<file path="src/include/sfpe_regs.svh">
// Command codes, timing figures and field positions of the flash sequencer
`ifndef SFPE_REGS_SVH
`define SFPE_REGS_SVH
`define SFPE_OP_WRITE_ENABLE_CMD 8'h06
`define SFPE_OP_WRDIS 8'h04
`define SFPE_OP_PP 8'h02
`define SFPE_OP_QPP 8'h32
`define SFPE_OP_FPP 8'hf2
`define SFPE_OP_SE 8'h20
`define SFPE_OP_BE32 8'h52
`define SFPE_OP_BE64 8'hd8
`define SFPE_OP_CE1 8'h60
`define SFPE_OP_CE2 8'hc7
`define SFPE_OP_DS 8'hb9
`define SFPE_OP_WAKE 8'hab
`define SFPE_PAGE_BYTES 256
`define SFPE_PP_US 600
`define SFPE_SE_US 1000
`define SFPE_BE_US 2000
`define SFPE_CE_US 5000
`define SFPE_DS_NS 3000
`define SFPE_RES_NS 3000
`define SFPE_CLK_NS 50
`define SFPE_QE_BIT 9
`endif

</file>
<file path="src/include/sfpe_pkg.sv">
// Types shared by the flash sequencer, its checker and the testbench
package sfpe_pkg;
  typedef enum logic [2:0] {
    SFPE_JOB_NONE, SFPE_JOB_PAGE, SFPE_JOB_SECT, SFPE_JOB_B32, SFPE_JOB_B64, SFPE_JOB_CHIP
  } sfpe_job_t;
  typedef struct packed {
    logic [7:0] offset;
    logic [7:0] data;
  } sfpe_byte_t;
  typedef struct packed {
    sfpe_job_t job;
    logic [23:0] addr;
  } sfpe_op_t;
endpackage : sfpe_pkg

</file>
<file path="src/sfpe_fifo.sv">
// Parameterised valid/ready FIFO
module sfpe_fifo #(
  parameter int WIDTH = 16,
  parameter int DEPTH = 16
) (
  // Clock and reset
  input wire logic clk_sys,
  input wire logic rst_n,
  input wire logic clk_en,
  input wire logic flush,
  // Fill side
  input wire logic in_valid,
  output logic in_ready,
  input wire logic [WIDTH-1:0] in_data,
  // Drain side
  output logic out_valid,
  input wire logic out_ready,
  output logic [WIDTH-1:0] out_data
);
  localparam int AW = $clog2(DEPTH);
  logic [WIDTH-1:0] mem [DEPTH];
  logic [AW-1:0] wr_ptr;
  logic [AW-1:0] rd_ptr;
  logic [AW:0] count;
  wire push = in_valid && in_ready;
  wire pop = out_valid && out_ready;
  assign in_ready = (count != (AW+1)'(DEPTH));
  assign out_valid = (count != '0);
  assign out_data = mem[rd_ptr];
  always_ff @(posedge clk_sys) begin
    if (clk_en && push) begin
      mem[wr_ptr] <= in_data;
    end
  end
  always_ff @(posedge clk_sys or negedge rst_n) begin
    if (!rst_n) begin
      wr_ptr <= '0;
      rd_ptr <= '0;
      count <= '0;
    end else if (clk_en) begin
      if (flush) begin
        wr_ptr <= '0;
        rd_ptr <= '0;
        count <= '0;
      end else begin
        if (push) wr_ptr <= (wr_ptr == AW'(DEPTH-1)) ? '0 : wr_ptr + 1'b1;
        if (pop) rd_ptr <= (rd_ptr == AW'(DEPTH-1)) ? '0 : rd_ptr + 1'b1;
        count <= count + (AW+1)'(push) - (AW+1)'(pop);
      end
    end
  end
endmodule : sfpe_fifo

</file>
<file path="src/sfpe_flash_seq.sv">
// Serial flash program, erase and deep power-down command handler
`include "sfpe_regs.svh"
module sfpe_flash_seq #(
  parameter int PP_CYC = (`SFPE_PP_US * 1000) / `SFPE_CLK_NS,
  parameter int SE_CYC = (`SFPE_SE_US * 1000) / `SFPE_CLK_NS,
  parameter int BE_CYC = (`SFPE_BE_US * 1000) / `SFPE_CLK_NS,
  parameter int CE_CYC = (`SFPE_CE_US * 1000) / `SFPE_CLK_NS,
  parameter int FIFO_DEPTH = 16
) (
  // Clock and reset
  input wire logic clk_sys,
  input wire logic rst_n,
  input wire logic clk_en,
  // Serial pins
  input wire logic sel_n,
  input wire logic sclk,
  input wire logic data_line_0,
  input wire logic data_line_1,
  input wire logic data_line_2,
  input wire logic data_line_3,
  // Status bits
  input wire logic [15:0] status_in,
  output logic busy_flag,
  output logic write_latch_flag,
  output logic deep_sleep,
  output logic standby,
  // Array write port
  output logic arr_valid,
  input wire logic arr_ready,
  output sfpe_pkg::sfpe_op_t arr_op,
  output logic [7:0] arr_data,
  output logic arr_last
);
  localparam int DS_CYC = (`SFPE_DS_NS + `SFPE_CLK_NS - 1) / `SFPE_CLK_NS;
  localparam int RES_CYC = (`SFPE_RES_NS + `SFPE_CLK_NS - 1) / `SFPE_CLK_NS;
  localparam int PAGE = `SFPE_PAGE_BYTES;

  typedef enum {
    SFPE_ST_IDLE, SFPE_ST_LOAD, SFPE_ST_RUN, SFPE_ST_DS_WAIT, SFPE_ST_SLEEP,
    SFPE_ST_WAKE
  } sfpe_state_t;
  sfpe_state_t state;

  ////////////////////////////////////////////////////////////////////////////
  // Reset release and pin synchronisers
  logic [1:0] rst_sync;
  wire rst_int_n = rst_sync[1];
  always_ff @(posedge clk_sys or negedge rst_n) begin
    if (!rst_n) rst_sync <= 2'h0;
    else rst_sync <= {rst_sync[0], 1'b1};
  end

  wire [5:0] pin_raw = {sel_n, sclk, data_line_3, data_line_2, data_line_1, data_line_0};
  logic [5:0] pin_s1, pin_s2, pin_s3, pin_q;
  always_ff @(posedge clk_sys or negedge rst_int_n) begin
    if (!rst_int_n) begin
      pin_s1 <= 6'h20;
      pin_s2 <= 6'h20;
      pin_s3 <= 6'h20;
    end else if (clk_en) begin
      pin_s1 <= pin_raw;
      pin_s2 <= pin_s1;
      pin_s3 <= pin_s2;
    end
  end
  // Filtered copy follows only once the last two stages agree
  genvar gi;
  for (gi = 0; gi < 6; gi++) begin : g_pin
    always_ff @(posedge clk_sys or negedge rst_int_n) begin
      if (!rst_int_n) pin_q[gi] <= (gi == 5);
      else if (clk_en && (pin_s2[gi] == pin_s3[gi])) pin_q[gi] <= pin_s3[gi];
    end
  end
  logic sclk_d, sel_d;
  always_ff @(posedge clk_sys or negedge rst_int_n) begin
    if (!rst_int_n) begin
      sclk_d <= 1'b0;
      sel_d <= 1'b1;
    end else if (clk_en) begin
      sclk_d <= pin_q[4];
      sel_d <= pin_q[5];
    end
  end
  wire sel_low = !pin_q[5];
  wire sclk_rise = pin_q[4] && !sclk_d && sel_low;
  wire sel_fall = !pin_q[5] && sel_d;
  wire sel_rise = pin_q[5] && !sel_d;

  ////////////////////////////////////////////////////////////////////////////
  // Command shifter
  logic [7:0] opcode;
  logic [23:0] addr;
  logic [7:0] shreg;
  logic [2:0] bitcnt;
  logic [5:0] phase; // 0 opcode, 1..3 address, 4 data
  logic [7:0] offs;
  logic byte_done;
  wire quad_data = (opcode == `SFPE_OP_QPP) && (phase == 6'd4);
  wire [7:0] next_shreg = quad_data ? {shreg[3:0], pin_q[3:0]} :
                                      {shreg[6:0], pin_q[0]};
  wire [2:0] step = quad_data ? 3'h4 : 3'h1;
  wire byte_end = sclk_rise && (bitcnt + step == 3'h0);
  always_ff @(posedge clk_sys or negedge rst_int_n) begin
    if (!rst_int_n) begin
      shreg <= 8'h00;
      bitcnt <= 3'h0;
      phase <= 6'h0;
      opcode <= 8'h00;
      addr <= 24'h0;
      byte_done <= 1'b0;
    end else if (clk_en) begin
      if (sel_fall) begin
        bitcnt <= 3'h0;
        phase <= 6'h0;
        byte_done <= 1'b0;
      end else if (sclk_rise) begin
        shreg <= next_shreg;
        bitcnt <= bitcnt + step;
        byte_done <= byte_end;
        if (byte_end) begin
          if (phase == 6'd0) opcode <= next_shreg;
          else if (phase < 6'd4) addr <= {addr[15:0], next_shreg};
          if (phase < 6'd4) phase <= phase + 6'd1;
        end
      end
    end
  end

  ////////////////////////////////////////////////////////////////////////////
  // Page data buffer with per-byte fill marks
  logic [7:0] page_mem [PAGE];
  logic [PAGE-1:0] filled;
  wire data_byte = byte_end && (phase == 6'd4);
  // Frames seen while busy or asleep must not touch a page being loaded
  always_ff @(posedge clk_sys) begin
    if (clk_en && data_byte && state == SFPE_ST_IDLE) page_mem[offs] <= next_shreg;
  end

  ////////////////////////////////////////////////////////////////////////////
  // Decode at select rise
  wire [4:0] bp = status_in[6:2];
  wire qe = status_in[`SFPE_QE_BIT];
  wire is_pp = (opcode == `SFPE_OP_PP) || (opcode == `SFPE_OP_FPP) ||
               ((opcode == `SFPE_OP_QPP) && qe);
  wire is_se = opcode == `SFPE_OP_SE;
  wire is_b32 = opcode == `SFPE_OP_BE32;
  wire is_b64 = opcode == `SFPE_OP_BE64;
  wire is_ce = (opcode == `SFPE_OP_CE1) || (opcode == `SFPE_OP_CE2);
  logic data_seen, addr_seen;
  wire whole = byte_done && (bitcnt == 3'h0);
  wire pp_ok = is_pp && whole && (phase == 6'd4) && (filled != '0);
  wire er_ok = (is_se || is_b32 || is_b64) && whole && (phase == 6'd4) &&
               (filled == '0) && !data_seen;
  wire op_ok = whole && (phase == 6'd1) && !addr_seen;
  // Protected region: top fraction of array selected by protect bits
  wire [4:0] prot_idx = bp;
  wire [4:0] reg_top = addr[23:19];
  wire protected_hit = (bp != 5'h0) && (reg_top >= (5'h1f - prot_idx));
  always_ff @(posedge clk_sys or negedge rst_int_n) begin
    if (!rst_int_n) begin
      data_seen <= 1'b0;
      addr_seen <= 1'b0;
    end else if (clk_en) begin
      if (sel_fall) begin
        data_seen <= 1'b0;
        addr_seen <= 1'b0;
      end else if (sclk_rise) begin
        if (phase == 6'd4) data_seen <= 1'b1;
        if (phase >= 6'd1) addr_seen <= 1'b1;
      end
    end
  end

  ////////////////////////////////////////////////////////////////////////////
  // Sequencer
  logic [31:0] timer;
  sfpe_pkg::sfpe_job_t job;
  logic [8:0] load_idx;
  logic fifo_in_ready, fifo_out_valid;
  sfpe_pkg::sfpe_byte_t fifo_out;
  wire in_sleep = (state == SFPE_ST_SLEEP);
  wire cycle_busy = (state == SFPE_ST_LOAD) || (state == SFPE_ST_RUN);
  wire [31:0] run_cyc = (job == sfpe_pkg::SFPE_JOB_PAGE) ? 32'(PP_CYC) :
                        (job == sfpe_pkg::SFPE_JOB_SECT) ? 32'(SE_CYC) :
                        (job == sfpe_pkg::SFPE_JOB_CHIP) ? 32'(CE_CYC) : 32'(BE_CYC);
  wire load_push = (state == SFPE_ST_LOAD) && filled[load_idx[7:0]] && !load_idx[8];
  wire start_ok = sel_rise && write_latch_flag && !protected_hit;

  always_ff @(posedge clk_sys or negedge rst_int_n) begin
    if (!rst_int_n) begin
      state <= SFPE_ST_IDLE;
      timer <= 32'h0;
      job <= sfpe_pkg::SFPE_JOB_NONE;
      load_idx <= 9'h0;
      write_latch_flag <= 1'b0;
      filled <= '0;
      offs <= 8'h00;
    end else if (clk_en) begin
      if (sel_fall) begin
        offs <= addr[7:0];
      end
      if (state == SFPE_ST_IDLE && sel_fall) filled <= '0;
      if (state == SFPE_ST_IDLE && data_byte) begin
        filled[offs] <= 1'b1;
        offs <= offs + 8'h01;
      end
      if (phase == 6'd3 && byte_end) offs <= next_shreg;
      case (state)
        SFPE_ST_IDLE: begin
          if (sel_rise && op_ok && opcode == `SFPE_OP_WRITE_ENABLE_CMD) write_latch_flag <= 1'b1;
          else if (sel_rise && op_ok && opcode == `SFPE_OP_WRDIS) write_latch_flag <= 1'b0;
          if (sel_rise && pp_ok && start_ok) begin
            job <= sfpe_pkg::SFPE_JOB_PAGE;
            load_idx <= 9'h0;
            state <= SFPE_ST_LOAD;
          end else if (sel_rise && er_ok && start_ok) begin
            job <= is_se ? sfpe_pkg::SFPE_JOB_SECT :
                   is_b32 ? sfpe_pkg::SFPE_JOB_B32 : sfpe_pkg::SFPE_JOB_B64;
            timer <= 32'h0;
            state <= SFPE_ST_RUN;
          end else if (sel_rise && is_ce && op_ok && write_latch_flag && bp == 5'h0) begin
            job <= sfpe_pkg::SFPE_JOB_CHIP;
            timer <= 32'h0;
            state <= SFPE_ST_RUN;
          end else if (sel_rise && op_ok && opcode == `SFPE_OP_DS) begin
            timer <= 32'h0;
            state <= SFPE_ST_DS_WAIT;
          end
        end
        SFPE_ST_LOAD: begin
          // Unfilled offsets are skipped, so those bytes of the page stay as they are
          if (load_push && fifo_in_ready || !filled[load_idx[7:0]] && !load_idx[8]) begin
            load_idx <= load_idx + 9'h1;
          end
          if (load_idx[8]) begin
            timer <= 32'h0;
            state <= SFPE_ST_RUN;
          end
        end
        SFPE_ST_RUN: begin
          // Deep sleep and other commands fall through ignored here
          timer <= timer + 32'h1;
          if (timer == run_cyc - 32'h2) write_latch_flag <= 1'b0;
          // Busy holds until the array has taken every request
          if (timer >= run_cyc - 32'h1 && !fifo_out_valid && !arr_valid) begin
            job <= sfpe_pkg::SFPE_JOB_NONE;
            state <= SFPE_ST_IDLE;
          end
        end
        SFPE_ST_DS_WAIT: begin
          timer <= timer + 32'h1;
          if (timer >= 32'(DS_CYC - 1)) state <= SFPE_ST_SLEEP;
        end
        SFPE_ST_SLEEP: begin
          if (sel_rise && op_ok && opcode == `SFPE_OP_WAKE) begin
            timer <= 32'h0;
            state <= SFPE_ST_WAKE;
          end
        end
        SFPE_ST_WAKE: begin
          timer <= timer + 32'h1;
          if (timer >= 32'(RES_CYC - 1)) state <= SFPE_ST_IDLE;
        end
        default: state <= SFPE_ST_IDLE;
      endcase
    end
  end

  ////////////////////////////////////////////////////////////////////////////
  // Page bytes stream to the array through the FIFO
  sfpe_pkg::sfpe_byte_t fifo_in;
  assign fifo_in = '{offset: load_idx[7:0], data: page_mem[load_idx[7:0]]};
  // One-cycle erase request; the output register is always empty then
  wire erase_go = (state == SFPE_ST_RUN) && (timer == 32'h0) &&
                  (job != sfpe_pkg::SFPE_JOB_PAGE);
  // Output register is free when empty or when its word is being taken
  wire out_free = !arr_valid || arr_ready;
  wire fifo_take = out_free && !erase_go;
  sfpe_fifo #(.WIDTH(16), .DEPTH(FIFO_DEPTH)) u_fifo (
    .clk_sys(clk_sys),
    .rst_n(rst_int_n),
    .clk_en(clk_en),
    .flush(1'b0),
    .in_valid(load_push),
    .in_ready(fifo_in_ready),
    .in_data(fifo_in),
    .out_valid(fifo_out_valid),
    .out_ready(fifo_take),
    .out_data(fifo_out)
  );

  // Registered array request; it stands until the array takes it
  always_ff @(posedge clk_sys or negedge rst_int_n) begin
    if (!rst_int_n) begin
      arr_valid <= 1'b0;
      arr_last <= 1'b0;
      arr_op <= '0;
      arr_data <= 8'h00;
    end else if (clk_en && (erase_go || out_free)) begin
      arr_valid <= erase_go || fifo_out_valid;
      arr_last <= erase_go;
      arr_op <= '{job: job, addr: erase_go ? addr : {addr[23:8], fifo_out.offset}};
      arr_data <= fifo_out.data;
    end
  end

  // Status outputs from flip-flops, one cycle behind the state
  always_ff @(posedge clk_sys or negedge rst_int_n) begin
    if (!rst_int_n) begin
      busy_flag <= 1'b0;
      deep_sleep <= 1'b0;
      standby <= 1'b0;
    end else if (clk_en) begin
      busy_flag <= cycle_busy;
      deep_sleep <= in_sleep;
      standby <= (state == SFPE_ST_IDLE) && pin_q[5];
    end
  end
endmodule : sfpe_flash_seq

</file>
<file path="config.mk">
export PLATFORM = sky130hd
export DESIGN_NAME = sfpe_flash_seq
export DESIGN_NICKNAME = d
export VERILOG_FILES = /design/src/include/sfpe_pkg.sv /design/src/sfpe_fifo.sv /design/src/sfpe_flash_seq.sv
export VERILOG_INCLUDE_DIRS = /design/src /design/src/include
export SDC_FILE = /design/constraint.sdc
export NUM_CORES = 2
export LEC_CHECK = 0
export BUFFER_PORTS_ARGS = -buffer_cell sky130_fd_sc_hd__buf_4
export CAP_MARGIN = 20
export CORE_AREA = 2 2 581 352
export CTS_BUF_LIST = sky130_fd_sc_hd__clkbuf_4
export CTS_CLUSTER_SIZE = 16
export DETAILED_ROUTE_END_ITERATION = 7
export DIE_AREA = 0 0 583 354
export PLACE_DENSITY = 0.7
export SLEW_MARGIN = 25
export SYNTH_ARGS = -nofsm -noshare
export SYNTH_HDL_FRONTEND = slang
export SYNTH_HIERARCHICAL = 1
export SYNTH_SLANG_ARGS = --single-unit
</file>
<file path="constraint.sdc">
create_clock -name clk_sys -period 12.35 [get_ports clk_sys]
set_clock_uncertainty 0.1 [all_clocks]
set_input_delay 2.47 -clock clk_sys [delete_from_list [all_inputs] [get_ports clk_sys]]
set_output_delay 2.47 -clock clk_sys [all_outputs]
set_load 0.02 [all_outputs]
</file>
=== Word-level counts from Yosys, hierarchy flattened ===
Memory sizes are Yosys's and may differ from the RTL's.
Cells that the tools add are included.
W data, S select, Z words.

* Register bits: 473
* Memory bits (writable): 2,304
* Input bits: 26
* Output and inout port bits: 41
* Word-level logic and storage cells: 296
* Memories kept: 2

{| class="wikitable"
|+ Memory list
! memory !! words !! width !! rd ports !! clocked after Yosys merged registers in !! wr ports !! RTL line !! RTL
|-
| page_mem || 256 || 8 || 1 || 0 || 1 || sfpe_flash_seq.sv:131 || <nowiki>logic [7:0] page_mem [PAGE];</nowiki>
|-
| u_fifo.mem || 16 || 16 || 1 || 0 || 1 || sfpe_fifo.sv:21 || <nowiki>logic [WIDTH-1:0] mem [DEPTH];</nowiki>
|}

* $add $sub $neg: 12
* Magnitude comparators: 8
* Eq/ne operators: 50
* Multiplexer cells: 67
* Bitwise gates (word level): 3
* Reduce and logical (&&, ||, !) cells: 116

{| class="wikitable"
|+ Operators with widths
! kind !! count
|-
| $mux W256 || 3
|-
| $mux W32 || 15
|-
| $logic_not A256 Y1 || 1
|-
| $or A256 B256 Y256 || 1
|-
| $reduce_bool A256 Y1 || 1
|-
| $pmux W32 S6 || 1
|-
| $pmux W32 S4 || 1
|-
| $eq A32 B2 Y1 const B || 3
|-
| $eq A32 B3 Y1 const B || 3
|-
| $logic_not A32 Y1 || 3
|-
| $logic_and A1 B1 Y1 || 59
|-
| $mux W17 || 3
|-
| $eq A8 B8 Y1 const B || 5
|-
| $mux W8 || 5
|-
| $add A32 B1 Y32 const B || 1
|-
| $eq A32 B1 Y1 const B || 1
|-
| $eq A32 B32 Y1 || 1
|-
| $eq A32 B4 Y1 const B || 1
|-
| $ge A32 B32 Y1 || 1
|-
| $ge A32 B6 Y1 const B || 1
|-
| $mux W3 || 9
|-
| $mux W6 || 4
|-
| $lt A8 B9 Y1 const B || 2
|-
| $mux W9 || 2
|-
| 55 further kinds || 129
|}

=== Logic depth before layout (Yosys ltp) ===
* Word-level depth: 12
* Mapped depth: 22
* Mapped depth without buffers: 17

=== Hierarchy ===
Netlist, hierarchy kept.

{| class="wikitable"
|+ By module, submodules not included
! module !! times used !! cells an instance !! area an instance (um^2)
|-
| sfpe_flash_seq || 1 || 5,074 || 99,171.4
|-
| sfpe_fifo || 1 || 587 || 10,806.6
|}

=== Least setup slack after synthesis ===
Ideal clock, no wire load.

* Kind: reg-to-reg
* From: register opcode[0]
* To: memory page_mem[0][1] (data pin)
* Library setup time: 770 ps
* Arrival: 4,375 ps
* Data required time: 11,480 ps
* Path slack: 7,105 ps
* Cell stages (with the launch flop): 6
* Buffers on the path: 1
* Period minus slack after synthesis: 5,245 ps
* Path through: dfrtp_1 > or4b_1 > nor4_1 > buf_2 > mux2i_1 > inv_1

* Cells in the longest elaborated chain, start to end: 3

{| class="wikitable"
|+ Ends and longest elaborated chain
! item !! RTL line !! RTL
|-
| from (decl) || sfpe_flash_seq.sv:91 || <nowiki>logic [7:0] opcode;</nowiki>
|-
| from (signal assigned) || sfpe_flash_seq.sv:121 || <nowiki>if (phase == 6'd0) opcode <= next_shreg;</nowiki>
|-
| $eq A8 B6 Y1 (no line) || n/a ||
|-
| $logic_and A1 B1 Y1 || sfpe_flash_seq.sv:98 || <nowiki>wire quad_data = (opcode == `SFPE_OP_QPP) && (phase == 6'd4);</nowiki>
|-
| $mux W8 || sfpe_flash_seq.sv:99 || <nowiki>wire [7:0] next_shreg = quad_data ? {shreg[3:0], pin_q[3:0]} :</nowiki>
|-
| via next_shreg[1] || sfpe_flash_seq.sv:99 ||
|-
| to (decl) || sfpe_flash_seq.sv:131 ||
|}

The timed path passes the listed nets, and every way through them passes these cells.

=== Final worst setup path ===
* From: register load_idx[1]
* To: register u_fifo.count[4]

* Cells in the longest elaborated chain, start to end: 7

{| class="wikitable"
|+ Ends and longest elaborated chain
! item !! RTL line !! RTL
|-
| from (decl) || sfpe_flash_seq.sv:178 || <nowiki>logic [8:0] load_idx;</nowiki>
|-
| from (signal assigned) || sfpe_flash_seq.sv:233 || <nowiki>load_idx <= load_idx + 9'h1;</nowiki>
|-
| $bmux W1 S8 || sfpe_flash_seq.sv:186 || <nowiki>wire load_push = (state == SFPE_ST_LOAD) && filled[load_idx[7:0]] && !load_idx[8];</nowiki>
|-
| $mux W1 (not written as such) || sfpe_flash_seq.sv:186 ||
|-
| $logic_and A1 B1 Y1 (2 in series) || sfpe_flash_seq.sv:186 ||
|-
| via load_push || sfpe_flash_seq.sv:186 ||
|-
| $logic_and A1 B1 Y1 || sfpe_fifo.sv:25 || <nowiki>wire push = in_valid && in_ready;</nowiki>
|-
| $add A5 B1 Y5 || sfpe_fifo.sv:48 || <nowiki>count <= count + (AW+1)'(push) - (AW+1)'(pop);</nowiki>
|-
| $sub A5 B1 Y5 || sfpe_fifo.sv:48 ||
|-
| to (signal assigned) || sfpe_fifo.sv:48 ||
|-
| to (decl) || sfpe_fifo.sv:24 || <nowiki>logic [AW:0] count;</nowiki>
|}

The timed path passes the listed nets, and every way through them passes these cells. The select of a mux whose other input is x is not followed.
A chain may end at the register's enable or synchronous reset.

==> flow_summary_export.csv <==
group,metric,value,unit
place,place_hpwl,160000,microns
route,dr.max_layer_used,"met5",
logic_synthesis,synth.most_common_cell,"edfxtp_1",
place,placed_cells,8139,
logic_synthesis,async_reset_ff_share,16.2,%
worst_setup_path,path_class,"flop to flop",
sta,tightest_slew,1.12,ns
grt,grt_max_degree,178,
power,seqPwrFrac,45.4,%
logic_synthesis,avgSynthCellArea,19.4,sq um
logic_synthesis,synth_area,110000,sq um
worst_setup_path,worstPathMaxFanout,115,
grt,overflow,0,
route,routedWlPerCell,29.5,microns
route,ant_nets,0,
logic_synthesis,synth-seq-area-share,73.0,%
logic_synthesis,synth.area.top_cells,"edfxtp_1 (63%), mux4_2 (16%), dfrtp_1 (10%)",
clock_tree,path_clk_slew,0.07,ns
die,initial_core_util,54.6,%
clock_tree,insertion_delay,1.33,ns
place,place.gp.congestion,0.863,
sta,hold_viol,0,
power,finalPower,24.9,mW
die,dieArea,206000,sq um
die,core_area,201000,sq um
logic_synthesis,syn_inst,5661,
sta,rsz0062_at_grt,"no",
clock_tree,ctsResizeCount,0,
worst_setup_path,reg2reg_from,"load_idx[1]",
sta,maxSlewHeadroom,25.1,%
clock_tree,root_buffer,"clkbuf_4",
layout,stdcell_count,9230,
worst_setup_path,r2r_slack,5.71,ns
route,vias_per_cell,6.42,
worst_setup_path,critPathLaunch,"load_idx[1]",
layout,layout-drive-gt1-share,31.8,%
layout,design_area,122000,sq um
worst_setup_path,crit_path_end_kind,"flop",
min_path,min_path_type,"flop to async pin",
sta,setup_viol,0,
power,power.switching,7.79,mW
sta,final.period_utilization,53.8,%
die,die_x,583,microns
sta,whs,0.251,ns
worst_setup_path,crit_arrival,7.66,ns
clock_tree,clock-sinks,2748,
logic_synthesis,synth_seq_cells,2748,
grt,grt_pass1_vias,58200,
grt,grt_pass1_wl,398000,microns
die,die_h,354,microns
route,drc,0,
logic_synthesis,synthTopCellsByCount,"edfxtp_1 (2304), mux4_2 (773), dfrtp_1 (439)",
sta,finalSetupTns,0,ns
die,rows,128,
power,p_int,17.2,mW
clock_tree,cts_tree,"built",
worst_setup_path,rr_endpoint,"u_fifo/count[4]",
route,drt-pass1-iter-count,7,
clock_tree,cts_made_buffers,613,
logic_synthesis,synth_edf_count,2304,
place,portBuffers,56,
route,drt_iter0_markers,7509,
worst_setup_path,endpoint,"u_fifo/count[4]",
power,p_leak,42.4,nW
job,cap_viol_max_count,0,
logic_synthesis,synth.distinct_cells,83,
power,sw_frac_of_total,31.2,%
layout,fillers,14400,
sta,period_minus_slack,6.64,ns
status,outcome,"finished clean",
layout,fin_util,60.3,%
sta,slew_violations,0,
layout,final_net_count,6162,
route,wirelength,272000,microns
power,power.density,205,nW/um^2
layout,syn_to_final_growth,10.5,%
clock_tree,hold_buffers,0,
die,io_pins,67,
clock_tree,postCtsSetupBuffers,0,
power,ir_worst_vdd,0.181,mV
place,placed_area,113000,sq um
grt,grt_usage,26.4,%
clock_tree,clockBufferDepth,4,
worst_setup_path,required,13.37,ns
route,wl_met2,114000,microns
power,p_comb_share,25.1,%
place,pre_cts_ws,5.84,ns
sta,fin_ws,5.71,ns
worst_setup_path,cp-start-kind,"flop",
logic_synthesis,synth_ff_type,"edfxtp_1",
route,m1WireLength,117000,microns
sta,fmax,151,MHz
logic_synthesis,yosysWarningCount,6,
route,wl_met3,34400,microns
logic_synthesis,synthDominantCellAreaShare,62.9,%
grt,antenna_found_initial,22,
route,num_vias,59200,
logic_synthesis,yosys.area.top_type,"edfxtp_1",
power,clock_power_share,29.4,%
clock_tree,h-tree-depth,6,
worst_setup_path,ff2ff_path_depth,19,
## state kept, by name, indices dropped and copies added (netlist names), 5 cells and up
signal	flops
pin_q	6
arr_data	8
load_idx	9
offs	8
pin_s3	6
u_fifo/mem	256
addr	24
pin_s1	6
opcode	8
timer	32
phase	6
u_fifo/count	5
pin_s2	6
page_mem	2048
arr_op	27
filled	256
shreg	7
## cells by family after synthesis
logic type                 share of synthesized area, %
buffers and inverters                              1.59
adders and majority gates                         0.496
AOI/OAI and AO/OA                                  3.65
DFF                                                73.0
other                                           0.00683
and+or+nand+nor                                    3.76
muxes                                              17.4
xor gates and xnor gates                          0.108
## metal layers
layer	up-vias	GRT usage, %
li1	24300	-
met1	30900	42.1
met2	3479	35.1
met3	467	8.65
met4	22	7.11
met5	-	0
## layout by cell type (no fill, tap or decap), types with 18 or more instances in the layout
cell type  instances
edfxtp_1        2304
clkbuf_4         947
mux4_2           773
dfrtp_1          429
nor2_1           312
nand2_1          257
o21ai_0          238
a21o_1           171
buf_4            139
mux2i_1           96
nor4_1            81
clkinv_1          81
mux2_2            65
inv_1             47
a21oi_1           42
ha_1              42
nand3_1           37
a221oi_1          33
nand4_1           30
nor2_2            25
o31ai_1           22
nand2b_1          20
nor2b_1           19
nor3_1            19
and3_1            18
a31oi_1           18
a22oi_1           18
## how the worst min path moves through the flow
stage | end | slack (ns)
global placement | rst_sync[1] | 0.24
global route | rst_sync[1] | 0.27
finish | pin_s1[3] | 0.25
detailed placement | rst_sync[1] | 0.24
CTS | rst_sync[1] | 0.26
floorplan | rst_sync[1] | 0.23
## layout make-up
type,count,area [sq um],area share [%]
diodes,9,22.5,0.0185
clock buffers,947,7110,5.85
clock inverters,131,940,0.773
inverters,57,279,0.230
multi-input cells,2517,28100,23.2
flip-flops and latches,2748,80300,66.1
well taps,2665,3330,2.74
repair buffers,156,1370,1.13
## critical path, cell delays in order, from the launching register on
cell	delay (ns)
dfrtp_4	0.87
buf_12	0.56
buf_4	0.72
mux4_2	0.58
mux2i_1	0.36
a21oi_1	0.12
and4_1	0.25
a211oi_1	0.81
and2_1	0.28
nor3_1	0.13
nand2_1	0.13
ha_1	0.25
inv_1	0.06
ha_1	0.16
inv_1	0.05
fa_1	0.38
nor2b_1	0.18
o21ba_2	0.18
a211oi_1	0.04
nand3b_1	0.15
## power by group through the flow
stage | Clock (mW) | Combinational [mW] | Sequential (mW)
floorplan | 0 | 4.03 | 11.5
global placement | 0 | 6.10 | 11.5
detailed placement | 0 | 6.22 | 11.5
CTS | 7.47 | 6.22 | 11.3
global route | 7.93 | 6.62 | 11.3
finish | 7.34 | 6.27 | 11.3
Power figures use the tool's default switching activity.
